`src/rtl/tsd_unused_placeholder_removed.sv`:
```
// file: intentionally empty; no module

```
`src/rtl/tsd_pkg.sv`:
```
// package: constants, types and glyph table for the terminal status display encoder
//
// Overview of operation
// - two presentations: one segment per terminal, or packed 16-bit word in hex
// - segment mode digit one a..dp: forward, reverse, general inputs one to six
// - segment mode digit two: a general seven, d safety enable, f/g/dp comm commands
// - segment mode digit three a..e: transistor outputs one to four, relay output a
// - segment mode digit four a: alarm relay make contact closed
// - segment mode, local or comm, all terminals off: only segment g lit on all four digits
// - hex mode word bits 15..0; unassigned bits read zero
// - hex digits: four = bits 15..12, three 11..8, two 7..4, one 3..0
// - input word: forward bit 0, reverse bit 1, one while shorted
// - general inputs one..seven at bits 2..8, safety enable at bit 11
// - output word: transistor outputs one..four at bits 0..3
// - output word: relay output a at bit 4 while closed
// - output word: alarm relay at bit 8; all other output bits zero
// - comm control: inputs from command word, adds commands at bits 13..15
// - comm control: command bits shown in true polarity, never inverted
// - option view: option inputs 1..16 at bits 0..15, digits one and two
// - option view: option outputs 1..8 at bits 0..7, digit three; four unused
// - three monitor selections: local, communications, option card terminals
package tsd_pkg;

  ////////////////////////////////////////////////////////////////////////////////
  // register map, byte addresses on the low eight address bits
  localparam logic [7:0] OFF_CTRL = 8'h00;
  localparam logic [7:0] OFF_IN_WORD = 8'h04;
  localparam logic [7:0] OFF_OUT_WORD = 8'h08;
  localparam logic [7:0] OFF_DIGITS = 8'h0C;

  // control register fields
  localparam int CTRL_FMT_BIT = 0;
  localparam int CTRL_SEL_LSB = 1;
  localparam int CTRL_VIEW_BIT = 3;
  localparam int CTRL_W = 4;
  localparam logic [CTRL_W-1:0] CTRL_RESET = 4'h0;

  // bus responses
  localparam logic [1:0] RESP_OKAY = 2'h0;
  localparam logic [1:0] RESP_SLVERR = 2'h2;

  ////////////////////////////////////////////////////////////////////////////////
  // packed word bit positions
  localparam int IN_FWD = 0;
  localparam int IN_REV = 1;
  localparam int IN_GEN_LSB = 2;
  localparam int IN_GEN7 = 8;
  localparam int IN_EN = 11;
  localparam int IN_XF = 13;
  localparam int IN_XR = 14;
  localparam int IN_RST = 15;
  localparam int OUT_TR_LSB = 0;
  localparam int OUT_RELAY = 4;
  localparam int OUT_ALARM = 8;
  localparam logic [15:0] IN_MASK_COMM = 16'hE9FF;
  localparam logic [15:0] OUT_MASK = 16'h011F;

  // segment patterns, bit 0 is segment a, bit 7 is dp, one means lit
  localparam logic [7:0] SEG_OFF = 8'h00;
  localparam logic [7:0] SEG_DASH = 8'h40;

  // monitor selection, gray along local -> comm -> option
  typedef enum logic [1:0] {
    SEL_LOCAL = 2'h0,
    SEL_COMM = 2'h1,
    SEL_OPTION = 2'h3
  } tsd_sel_t;

  ////////////////////////////////////////////////////////////////////////////////
  // hex digit glyph, shared by the digit encoder and its checks
  function automatic logic [7:0] hex_glyph(input logic [3:0] n);
    case (n)
      4'h0: hex_glyph = 8'h3F;
      4'h1: hex_glyph = 8'h06;
      4'h2: hex_glyph = 8'h5B;
      4'h3: hex_glyph = 8'h4F;
      4'h4: hex_glyph = 8'h66;
      4'h5: hex_glyph = 8'h6D;
      4'h6: hex_glyph = 8'h7D;
      4'h7: hex_glyph = 8'h07;
      4'h8: hex_glyph = 8'h7F;
      4'h9: hex_glyph = 8'h6F;
      4'hA: hex_glyph = 8'h77;
      4'hB: hex_glyph = 8'h7C;
      4'hC: hex_glyph = 8'h39;
      4'hD: hex_glyph = 8'h5E;
      4'hE: hex_glyph = 8'h79;
      default: hex_glyph = 8'h71;
    endcase
  endfunction : hex_glyph

endpackage : tsd_pkg

```
`src/rtl/tsd_hex_digits.sv`:
```
// module: splits a 16-bit word into four hex digit segment patterns
module tsd_hex_digits (
  // packed word
  input wire logic [15:0] word,
  // patterns, digit one in the low byte
  output logic [31:0] glyphs
);
  import tsd_pkg::*;

  ////////////////////////////////////////////////////////////////////////////////
  // one glyph per nibble; purely combinational, the caller registers it
  always_comb begin
    for (int i = 0; i < 4; i++) begin
      glyphs[i*8 +: 8] = hex_glyph(word[i*4 +: 4]);
    end
  end

endmodule : tsd_hex_digits

```
`src/rtl/tsd_encoder.sv`:
```
// module: terminal status display encoder with an AXI4-Lite register slave
//
// The AXI4-Lite slave port and the placing of the registers were chosen for this implementation.
module tsd_encoder #(
  parameter int ADDR_W = 8
) (
  // clock and reset
  input wire logic clock,
  input wire logic sys_rst,
  // local input terminals
  input wire logic forward_run_input,
  input wire logic reverse_run_input,
  input wire logic [6:0] general_inputs,
  input wire logic safety_enable_input,
  // local output terminals
  input wire logic [3:0] transistor_outputs,
  input wire logic relay_output_a,
  input wire logic alarm_relay_output,
  // communications command word, laid out as the input word
  input wire logic [15:0] comm_command_word,
  // option card terminals
  input wire logic [15:0] option_inputs,
  input wire logic [7:0] option_outputs,
  // display digits, bit 0 segment a, bit 7 dp
  output logic [7:0] digit_one,
  output logic [7:0] digit_two,
  output logic [7:0] digit_three,
  output logic [7:0] digit_four,
  // axi4-lite write address
  input wire logic s_axi_awvalid,
  output logic s_axi_awready,
  input wire logic [ADDR_W-1:0] s_axi_awaddr,
  input wire logic [2:0] s_axi_awprot,
  // axi4-lite write data
  input wire logic s_axi_wvalid,
  output logic s_axi_wready,
  input wire logic [31:0] s_axi_wdata,
  input wire logic [3:0] s_axi_wstrb,
  // axi4-lite write response
  output logic s_axi_bvalid,
  input wire logic s_axi_bready,
  output logic [1:0] s_axi_bresp,
  // axi4-lite read address
  input wire logic s_axi_arvalid,
  output logic s_axi_arready,
  input wire logic [ADDR_W-1:0] s_axi_araddr,
  input wire logic [2:0] s_axi_arprot,
  // axi4-lite read data
  output logic s_axi_rvalid,
  input wire logic s_axi_rready,
  output logic [31:0] s_axi_rdata,
  output logic [1:0] s_axi_rresp
);
  import tsd_pkg::*;

  ////////////////////////////////////////////////////////////////////////////////
  // declarations
  logic [CTRL_W-1:0] ctrl;
  logic hex_format;
  logic view_outputs;
  tsd_sel_t sel;
  logic [15:0] in_word;
  logic [15:0] out_word;
  logic [15:0] next_in_word;
  logic [15:0] next_out_word;
  logic [15:0] hex_word;
  logic [31:0] hex_glyphs;
  logic [7:0] next_digit_one;
  logic [7:0] next_digit_two;
  logic [7:0] next_digit_three;
  logic [7:0] next_digit_four;
  logic aw_held;
  logic w_held;
  logic [7:0] aw_addr;
  logic [31:0] w_data;
  logic [3:0] w_strb;
  logic do_write;
  logic next_aw_held;
  logic next_w_held;
  logic next_rvalid;
  logic [31:0] rd_word;
  logic rd_ok;

  // control fields; the unused gray code 2'h2 falls back to local terminals
  assign hex_format = ctrl[CTRL_FMT_BIT];
  assign view_outputs = ctrl[CTRL_VIEW_BIT];
  assign sel = (ctrl[CTRL_SEL_LSB +: 2] == 2'h2) ? SEL_LOCAL
             : tsd_sel_t'(ctrl[CTRL_SEL_LSB +: 2]);

  ////////////////////////////////////////////////////////////////////////////////
  // pack the selected source into input and output words
  always_comb begin
    next_in_word = 16'h0000;
    next_out_word = 16'h0000;
    case (sel)
      SEL_OPTION: begin
        next_in_word = option_inputs;
        next_out_word[7:0] = option_outputs;
      end
      SEL_COMM: begin
        // true polarity: only masking, no inversion of any command bit
        next_in_word = comm_command_word & IN_MASK_COMM;
        next_out_word[OUT_TR_LSB +: 4] = transistor_outputs;
        next_out_word[OUT_RELAY] = relay_output_a;
        next_out_word[OUT_ALARM] = alarm_relay_output;
      end
      default: begin
        next_in_word[IN_FWD] = forward_run_input;
        next_in_word[IN_REV] = reverse_run_input;
        next_in_word[IN_GEN_LSB +: 7] = general_inputs;
        next_in_word[IN_EN] = safety_enable_input;
        next_out_word[OUT_TR_LSB +: 4] = transistor_outputs;
        next_out_word[OUT_RELAY] = relay_output_a;
        next_out_word[OUT_ALARM] = alarm_relay_output;
      end
    endcase
  end

  // snapshot: the digits never see a terminal change mid-update
  always_ff @(posedge clock) begin
    if (sys_rst) begin
      in_word <= 16'h0000;
      out_word <= 16'h0000;
    end else begin
      in_word <= next_in_word;
      out_word <= next_out_word;
    end
  end

  ////////////////////////////////////////////////////////////////////////////////
  // hex presentation of whichever word software picked
  assign hex_word = view_outputs ? out_word : in_word;

  tsd_hex_digits u_hex (
    .word(hex_word),
    .glyphs(hex_glyphs)
  );

  // digit patterns for the current format and selection
  always_comb begin
    next_digit_one = SEG_OFF;
    next_digit_two = SEG_OFF;
    next_digit_three = SEG_OFF;
    next_digit_four = SEG_OFF;
    if (hex_format) begin
      next_digit_one = hex_glyphs[7:0];
      next_digit_two = hex_glyphs[15:8];
      next_digit_three = hex_glyphs[23:16];
      next_digit_four = hex_glyphs[31:24];
    end else if (sel == SEL_OPTION) begin
      next_digit_one = in_word[7:0];
      next_digit_two = in_word[15:8];
      next_digit_three = out_word[7:0];
    end else if (in_word == 16'h0000 && out_word == 16'h0000) begin
      next_digit_one = SEG_DASH;
      next_digit_two = SEG_DASH;
      next_digit_three = SEG_DASH;
      next_digit_four = SEG_DASH;
    end else begin
      next_digit_one = in_word[7:0];
      next_digit_two = {in_word[IN_RST], in_word[IN_XR], in_word[IN_XF], 1'b0,
                        in_word[IN_EN], 2'b00, in_word[IN_GEN7]};
      next_digit_three = {3'b000, out_word[OUT_RELAY], out_word[OUT_TR_LSB +: 4]};
      next_digit_four = {7'b0000000, out_word[OUT_ALARM]};
    end
  end

  // digit registers feed the display pins directly
  always_ff @(posedge clock) begin
    if (sys_rst) begin
      digit_one <= SEG_OFF;
      digit_two <= SEG_OFF;
      digit_three <= SEG_OFF;
      digit_four <= SEG_OFF;
    end else begin
      digit_one <= next_digit_one;
      digit_two <= next_digit_two;
      digit_three <= next_digit_three;
      digit_four <= next_digit_four;
    end
  end

  ////////////////////////////////////////////////////////////////////////////////
  // write channels: address and data captured independently, one of each held
  assign do_write = aw_held && w_held && !s_axi_bvalid;
  assign next_aw_held = (aw_held && !do_write) || (s_axi_awvalid && s_axi_awready);
  assign next_w_held = (w_held && !do_write) || (s_axi_wvalid && s_axi_wready);

  always_ff @(posedge clock) begin
    if (sys_rst) begin
      aw_held <= 1'b0;
      s_axi_awready <= 1'b0;
      aw_addr <= 8'h00;
    end else begin
      aw_held <= next_aw_held;
      s_axi_awready <= !next_aw_held;
      if (s_axi_awvalid && s_axi_awready) begin
        aw_addr <= s_axi_awaddr[7:0];
      end
    end
  end

  always_ff @(posedge clock) begin
    if (sys_rst) begin
      w_held <= 1'b0;
      s_axi_wready <= 1'b0;
      w_data <= 32'h00000000;
      w_strb <= 4'h0;
    end else begin
      w_held <= next_w_held;
      s_axi_wready <= !next_w_held;
      if (s_axi_wvalid && s_axi_wready) begin
        w_data <= s_axi_wdata;
        w_strb <= s_axi_wstrb;
      end
    end
  end

  // response; status registers accept and ignore writes, holes answer slverr
  always_ff @(posedge clock) begin
    if (sys_rst) begin
      s_axi_bvalid <= 1'b0;
      s_axi_bresp <= RESP_OKAY;
    end else if (do_write) begin
      s_axi_bvalid <= 1'b1;
      if (aw_addr == OFF_CTRL || aw_addr == OFF_IN_WORD || aw_addr == OFF_OUT_WORD
          || aw_addr == OFF_DIGITS) begin
        s_axi_bresp <= RESP_OKAY;
      end else begin
        s_axi_bresp <= RESP_SLVERR;
      end
    end else if (s_axi_bready) begin
      s_axi_bvalid <= 1'b0;
    end
  end

  // control register, low byte lane only
  always_ff @(posedge clock) begin
    if (sys_rst) begin
      ctrl <= CTRL_RESET;
    end else if (do_write && aw_addr == OFF_CTRL && w_strb[0]) begin
      ctrl <= w_data[CTRL_W-1:0];
    end
  end

  ////////////////////////////////////////////////////////////////////////////////
  // read decode
  always_comb begin
    rd_word = 32'h00000000;
    rd_ok = 1'b1;
    if (s_axi_araddr[7:0] == OFF_CTRL) begin
      rd_word[CTRL_W-1:0] = ctrl;
    end else if (s_axi_araddr[7:0] == OFF_IN_WORD) begin
      rd_word[15:0] = in_word;
    end else if (s_axi_araddr[7:0] == OFF_OUT_WORD) begin
      rd_word[15:0] = out_word;
    end else if (s_axi_araddr[7:0] == OFF_DIGITS) begin
      rd_word = {digit_four, digit_three, digit_two, digit_one};
    end else begin
      rd_ok = 1'b0;
    end
  end

  // read channel: data one cycle after the address is taken
  assign next_rvalid = (s_axi_rvalid && !s_axi_rready) || (s_axi_arvalid && s_axi_arready);

  always_ff @(posedge clock) begin
    if (sys_rst) begin
      s_axi_arready <= 1'b0;
      s_axi_rvalid <= 1'b0;
      s_axi_rdata <= 32'h00000000;
      s_axi_rresp <= RESP_OKAY;
    end else begin
      s_axi_arready <= !next_rvalid;
      s_axi_rvalid <= next_rvalid;
      if (s_axi_arvalid && s_axi_arready) begin
        s_axi_rdata <= rd_word;
        s_axi_rresp <= rd_ok ? RESP_OKAY : RESP_SLVERR;
      end
    end
  end
endmodule : tsd_encoder

```
`config.mk`:
```
export PLATFORM = sky130hd
export DESIGN_NAME = tsd_encoder
export DESIGN_NICKNAME = d
export VERILOG_FILES = /design/src/rtl/tsd_unused_placeholder_removed.sv /design/src/rtl/tsd_pkg.sv /design/src/rtl/tsd_hex_digits.sv /design/src/rtl/tsd_encoder.sv
export SDC_FILE = /design/constraint.sdc
export NUM_CORES = 1
export LEC_CHECK = 0
export BUFFER_PORTS_ARGS = -buffer_cell sky130_fd_sc_hd__buf_2
export CORE_MARGIN = 3
export CORE_UTILIZATION = 39
export CTS_CLUSTER_SIZE = 40
export DETAILED_ROUTE_END_ITERATION = 12
export PLACE_DENSITY = 0.75
export SLEW_MARGIN = 20
export SYNTH_ARGS = -nofsm -noshare
export SYNTH_HDL_FRONTEND = slang
export SYNTH_SLANG_ARGS = --single-unit
```
`constraint.sdc`:
```
create_clock -name clock -period 3.2 [get_ports clock]
set_input_delay 0.16 -clock clock [delete_from_list [all_inputs] [get_ports clock]]
set_output_delay 0.16 -clock clock [all_outputs]
set_load 0.03 [all_outputs]
```
==> impl_results.md, run 1 <==
* Ports at approximately 190
* Nature of the critical path endpoint: flop
* Die W at roughly 120 um
* Clock skew at 0.00604 ns
* Detail Route Antenna Nets at 0
* Placed Instance Area at ~0.0063 mm2
* Crit-path max FO at 9
* Core area at ~0.013 mm2
* Die area at 0.0154 mm2
* Share of layout cells above drive strength 1 at 26.4%
* Sequential share of the synthesized area at 41.6%
* Iteration-0 DRC Markers at 254
* Outcome: finished clean
* Critical path arrival at 2.60 ns
* GRT Overall Usage at 20.0%
* Die Height at 124 um
* First-pass GRT wire length at 23.6 mm
* Global-route layer with the greatest usage: met2
* Ys async rst share at 0%
* Number of clock sinks at 113
* Post-Syn Instances at slightly above 600
* Post-CTS Setup Bufs at 0
* Unique masters post-synth at 53
* Reg power frac at 38.8%
* Seq cells post-synth at 113
* Placed Instances at 910
* Avg WL per Cell at 16.0 um
* GR Layer Usage met1 at 26.1%
* Switch share at 24.2%
* Initial Util at 40.4%
* Root Buffer: clkbuf_16
* Finished Layout Cells at 971
* Hold crit path type: primary input to flop
* CTS Buffer Depth at 2
* Netlist Area Pre-Place at 0.00544 mm2
* Synth Warn # at 0
* Cts bufs inserted at 17
* Req. time, crit path at 3.53 ns
* CTS Hold Bufs at 29
* Post-synth EDFFs at 0
* Fraction of the cycle the final worst path needs at 71.1%
* Max transition margin at between 40% and 50%
* Final setup vio count at 0
* Largest net degree at the start of global routing at 44
* PwrDens at ~530 mW/mm2
* Finished Cell Area at roughly 0.0072 mm2
* Clock share of power at 52.6%
* TritonCTS clock tree: done
* Worst-skew pair later-pin latency at ~0.42 ns
* DPL Wire Length at 11.2 mm
* Worst-Margin Slew at 0.880 ns
* Detailed Routing Iterations Pass 1 at 5
* Fin. max-slew vios at 0
* Initial antenna violation count at 0
* Fmax achieved at 440 MHz
* # resized after CTS at 0
* Synthesized area per cell at 8.81 um2
* RSZ-0062 raised after global routing: no
* Total negative slack at 0 ns
* Vias in the first global route at 4,709
* DRC violations left at 0
* Reg clk slew, reported paths at 0.05 ns
* Fillers at 1,239
* DR vias at about 5,200
* Final hold violation count at 0
* GR Overflow Total at 0
* GPL Wtd Cong at 0.978
* H-Tree Level Count at 4
* Drt total wl at 15.5 mm
* Port Buffers at 149
* Area of the multi-input gates at slightly below 0.003 mm2
* CP Launch Type: flop
* Max-Cap Viols at 0
* Met2 GRT Util at about 30%
* Met3 usage at 6.09%
* Int Pwr at 2890 uW
* VDD IR-drop max at 0.000364 V
* CP Class: flop to flop
* R2R depth at 8
* Comb power frac at 8.5%
* # rows at 42
* N_diodes at 0
* Vias per inst at 5.36
* Register area at 0.00226 mm2
* P_leak at 0.00322 uW
* Area growth, synth to finish at 32.8%
* # nets final at 931
* Cell depth of the worst hold path at 3
* Fin crit period at between 2 and 2.5 ns
* Net Sw Power at 924 uW
* Top FF cell, synth: dfxtp_1
==> cells in the final DEF, fill, tap and decap left out, types with 3 or more instances in the layout <==
cell type	n
o22ai_1	6
and2_1	10
dfxtp_1	113
a32oi_1	15
ha_1	28
nand2_1	67
inv_6	4
a21oi_1	39
o21ai_0	14
buf_2	149
conb_1	4
nor3b_1	4
a311oi_1	4
bufinv_16	4
nor3_1	11
a211oi_1	15
mux2_2	11
o31ai_1	4
clkinv_4	3
a22oi_1	9
o211ai_1	4
nand3b_1	3
a22o_1	13
nand3_1	20
nor2b_1	12
clkbuf_16	17
dlygate4sd3_1	29
buf_4	10
mux2i_1	35
nor4_1	5
inv_1	15
a31oi_1	5
o221ai_1	6
nor2_1	68
nand2b_1	9
==> state kept, by name, summed over array words and instances, names as in the netlist, 7 cells and up <==
register,flops
digit_one,8
s_axi_rdata,31
out_word,9
in_word,16
digit_two,8
aw_addr,8
digit_four,7
digit_three,8
==> kinds of logic (layout without fill, tap and decap cells) <==
logic type	after synthesis	count (layout)	share of synthesized area [%]
buffers and inverters	60	235	4.67
flip-flops	113	113	41.6
AND/OR/NAND/NOR	219	219	19.1
XOR/XNOR	1	1	0.161
other	1	4	0.0690
AO/OA/AOI/OAI	148	148	19.0
adder cells (fa/ha/maj)	28	28	6.45
multiplexers	47	47	8.93
==> cells in the mapped netlist (6+ instances only) <==
cell / number / share of area, %
buf_1: 6 / 0.41
nand2_1: 67 / 4.6
mux2_2: 11 / 2.3
o21ai_0: 14 / 1.3
a211oi_1: 15 / 2.1
a21oi_1: 39 / 3.6
o221ai_1: 6 / 0.97
a32oi_1: 15 / 2.4
a22oi_1: 9 / 1.2
mux2i_1: 35 / 6.4
nor2b_1: 12 / 1.4
nor2_1: 68 / 4.7
clkbuf_1: 29 / 2.0
nor3_1: 11 / 1.0
dfxtp_1: 113 / 42
o22ai_1: 6 / 0.69
a22o_1: 13 / 2.1
and2_1: 10 / 1.2
nand2b_1: 9 / 1.0
nand3_1: 20 / 1.8
inv_1: 15 / 1.0
ha_1: 28 / 6.4
==> path summary, 6_finish.rpt <==
kind,from,end,slack [ns]
setup / recovery,ctrl[3],digit_one[3],0.92
hold / removal,general_inputs[1],in_word[3],0.02
setup reg to reg,ctrl[3],digit_one[3],0.92
hold reg to reg,s_axi_rdata[2],s_axi_rdata[2],0.45
==> final cells by class <==
cell class	instances	share of cell area, %
timing repair buffer	188	15.4
inverter	15	0.780
sequential	113	31.3
multi-input combinational	447	40.7
clock inverter	15	2.86
tap	176	3.05
clock buffer	17	5.89
==> per-stage QoR <==
step | power [uW] | utilization (%) | hold slack (ns) | worst slack, ns
6_report | 3820 | 53.7 | 0.0168 | 0.925
5_1_grt | 3950 | 53.7 | 0.00763 | 0.664
4_1_cts | 3850 | 53.7 | 0.00411 | 0.928
3_5_place_dp | 1810 | 46.8 | 0.364 | 0.949
3_3_place_gp | 1800 | 46.8 | 0.362 | 0.972
2_1_floorplan | 1690 | - | 0.282 | 0.633
==> layer usage <==
layer	vias up	part of all wire, %
li1	2537	-
met1	2382	45
met2	254	44
met3	32	9.0
met4	0	2.5
met5	-	0
==> power by group through the flow <==
stage               clock [uW]  sequential (uW)  combinational, uW
finish                    2010             1480                326
global route              2100             1490                360
CTS                       2040             1480                325
detailed placement           0             1510                297
global placement             0             1510                293
floorplan                    0             1520                173
==> critical path, cell delays in order, from the launching register on <==
cell and delay (ns):
dfxtp_1 0.46, buf_4 0.24, mux2i_1 0.41, inv_1 0.15, ha_1 0.24, inv_1 0.07, nor2_1 0.07, a211o_1 0.31
a311oi_1 0.24
Note: power is estimated with default switching activity, not from simulation.
==> run 2: changes to the inputs <==
PLACE_DENSITY = 0.78   (was 0.75)
clock period = 1.99 ns   (was 3.2 ns; I/O delays follow)
==> impl_results.md, run 2 (synthesis results as in run 1) <==
* Commonest non-fill, non-tap cell in the layout: buf_2
* N_diodes at 0 (unchanged)
* Placed Instance Area at 0.00648 mm2 (+3.0%)
* Detailed Routing Iterations Pass 1 at 5 (unchanged)
* Max transition margin at 60.7% (+19 points)
* CP Cell Sequence: buf_12 -> mux2_2 -> ha_1 -> inv_1 -> nor2_1 -> a211o_1 -> a311oi_1
* CP max stage cell: mux2_2
* PwrDens at 799 mW/mm2 (+51%)
* TritonCTS clock tree: done
* Hold crit path type: primary input to flop
* GPL Wtd Cong at 0.998 (+2.1%)
* DPL Wire Length at 11.7 mm (+4.6%)
* Largest net degree at the start of global routing at 37 (-16%)
* Area growth, synth to finish at 41.9%
* Clock skew at 0.00906 ns (+0.00302 ns)
* Avg WL per Cell at 16.9 um (+5.4%)
* CTS Buffer Depth at 2 (unchanged)
* Nature of the critical path endpoint: flop
* Cts bufs inserted at 17 (unchanged)
* Final hold violation count at 0 (unchanged)
* CP Class: flop to flop
* Final setup vio count at 0 (unchanged)
* Fin. max-slew vios at 0 (unchanged)
* Die Height at 124 um (unchanged)
* Vias per inst at 5.39 (+0.58%)
* Share of layout cells above drive strength 1 at 29.8% (+3.4 points)
* Most flop-heavy register: s_axi_rdata
* Die W at 124 um (unchanged)
* Final core utilization at 57.3% (+3.7 points)
* CP Launch Type: flop
* Port Buffers at 149 (unchanged)
* Critical path arrival at 2.23 ns (-0.37 ns)
* VDD IR-drop max at 0.000566 V (+55%)
* Setup WS pre-CTS at 0.114 ns (-0.835 ns)
* Outcome: finished clean
* Fraction of the cycle the final worst path needs at 95.9% (+25 points)
* H-Tree Level Count at 4 (unchanged)
* RSZ-0062 raised after global routing: yes
* Regs by FF count: s_axi_rdata (31), in_word (16), out_word (9)
* Core area at 0.0135 mm2 (unchanged)
* Detail Route Antenna Nets at 0 (unchanged)
* Most frequent cells in the layout: buf_2 (149), dfxtp_1 (112), nor2_1 (68)
* Reg clk slew, reported paths at 0.06 ns (about the same)
* P_leak at 0.00347 uW (+7.7%)
* Iteration-0 DRC Markers at 356 (+40%)
* Fin worst setup slack at 0.0811 ns (-0.844 ns)
* DRC violations left at 0 (unchanged)
* Worst path max stage delay at 0.39 ns (-0.07 ns)
* Vias in the first global route at 5,121 (+8.7%)
* Number of clock sinks at 113 (unchanged)
* # nets final at 981 (+5.4%)
* Root Buffer: clkbuf_16
* GRT Overall Usage at 21.8% (+1.8 points)
* Finished Cell Area at 0.00771 mm2 (+6.8%)
* Max FFs per register at 31 (unchanged)
* Max-Cap Viols at 0 (unchanged)
* DR vias at 5,505 (+5.8%)
* Fin crit period at 1.91 ns (-0.366 ns)
* Req. time, crit path at 2.31 ns (-1.22 ns)
* Worst-skew pair later-pin latency at 0.42 ns (about the same)
* Fmax achieved at 524 MHz (+19%)
* Die area at 0.0154 mm2 (unchanged)
* Initial antenna violation count at 0 (unchanged)
* Worst-Margin Slew at 0.590 ns (-0.290 ns)
* Drt total wl at 17.2 mm (+11%)
* Initial Util at 40.4% (unchanged)
* GR Overflow Total at 0 (unchanged)
* # rows at 42 (unchanged)
* First-pass GRT wire length at 25.7 mm (+9.0%)
* Fillers at 1,182 (-4.6%)
* Ports at 194 (unchanged)
* Crit-path max FO at 14 (+5)
run 2: cell count changes in the layout (fill, tap and decap cells not counted), moves of 2 or more:
cell	change
nand2_1	-3
buf_12	+2
inv_8	+2
clkinv_4	+2
mux2i_1	-2
nand2_4	+3
inv_1	-2
buf_4	+29
clkinv_2	-2
dlygate4sd3_1	+19
run 2: per-layer routing:
layer,vias up,routed length (um),global-route usage [%],share of wire [%]
li1,2643,-,-,-
met1,2526,7250,27.8,42
met2,291,8040,35.5,47
met3,45,1430,5.77,8.3
met4,0,481,8.15,2.8
met5,-,0,0,0
run 2: cell type report:
class | count | area, um2 | area share [%]
Multi-Input combinational cell | 447 | 2990 | 38.7
Tap cell | 176 | 220 | 2.85
Clock buffer | 17 | 425 | 5.51
Timing Repair Buffer | 238 | 1560 | 20.2
Clock inverter | 15 | 199 | 2.58
Inverter | 15 | 60.1 | 0.778
Sequential cell | 113 | 2260 | 29.3
run 2: critical path: cells and delay by family, from the launching register on:
family | cells | cell delay (ns)
AOI/OAI and AO/OA | 2 | 0.53
muxes | 1 | 0.39
buffers and inverters | 2 | 0.25
and+or+nand+nor | 1 | 0.07
DFF | 1 | 0.35
adders and majority gates | 1 | 0.23
run 2: what timing repair did:
item / in CTS / in global routing
resized for setup: 0 / 12
endpoints found under the hold margin: 38 / 0
hold buffers: 48 / 0
buffers inserted: 0 / 10
setup endpoints to repair: 0 / 8
run 2: path summary, 6_finish.rpt:
kind | from | endpoint | slack, ns | cells past startpoint
max | ctrl[3] | digit_one[3] | 0.08 | 7
min | s_axi_wvalid | w_data[1] | 0.02 | 3
max reg2reg | ctrl[3] | digit_one[3] | 0.08 | 7
min reg2reg | aw_addr[7] | aw_addr[7] | 0.45 | 2
run 2: report_power, final:
group	leakage [uW]	total (uW)	switching (uW)	internal, uW
sequential	0.000921	2380	64.0	2320
combinational	0.00225	584	322	262
clock	0.000303	3200	1190	2010
total	0.00347	6170	1580	4590
run 2: through the flow:
step | hold WS [ns] | total power, uW | TNS (ns) | cells
floorplan | 0.221 | 2730 | 0 | 620
global placement | 0.304 | 2920 | 0 | 931
detailed placement | 0.302 | 2930 | 0 | 931
CTS | 0.00312 | 6190 | 0 | 1011
global route | 0.0278 | 6360 | -0.0401 | 1021
finish | 0.0235 | 6170 | 0 | 1021
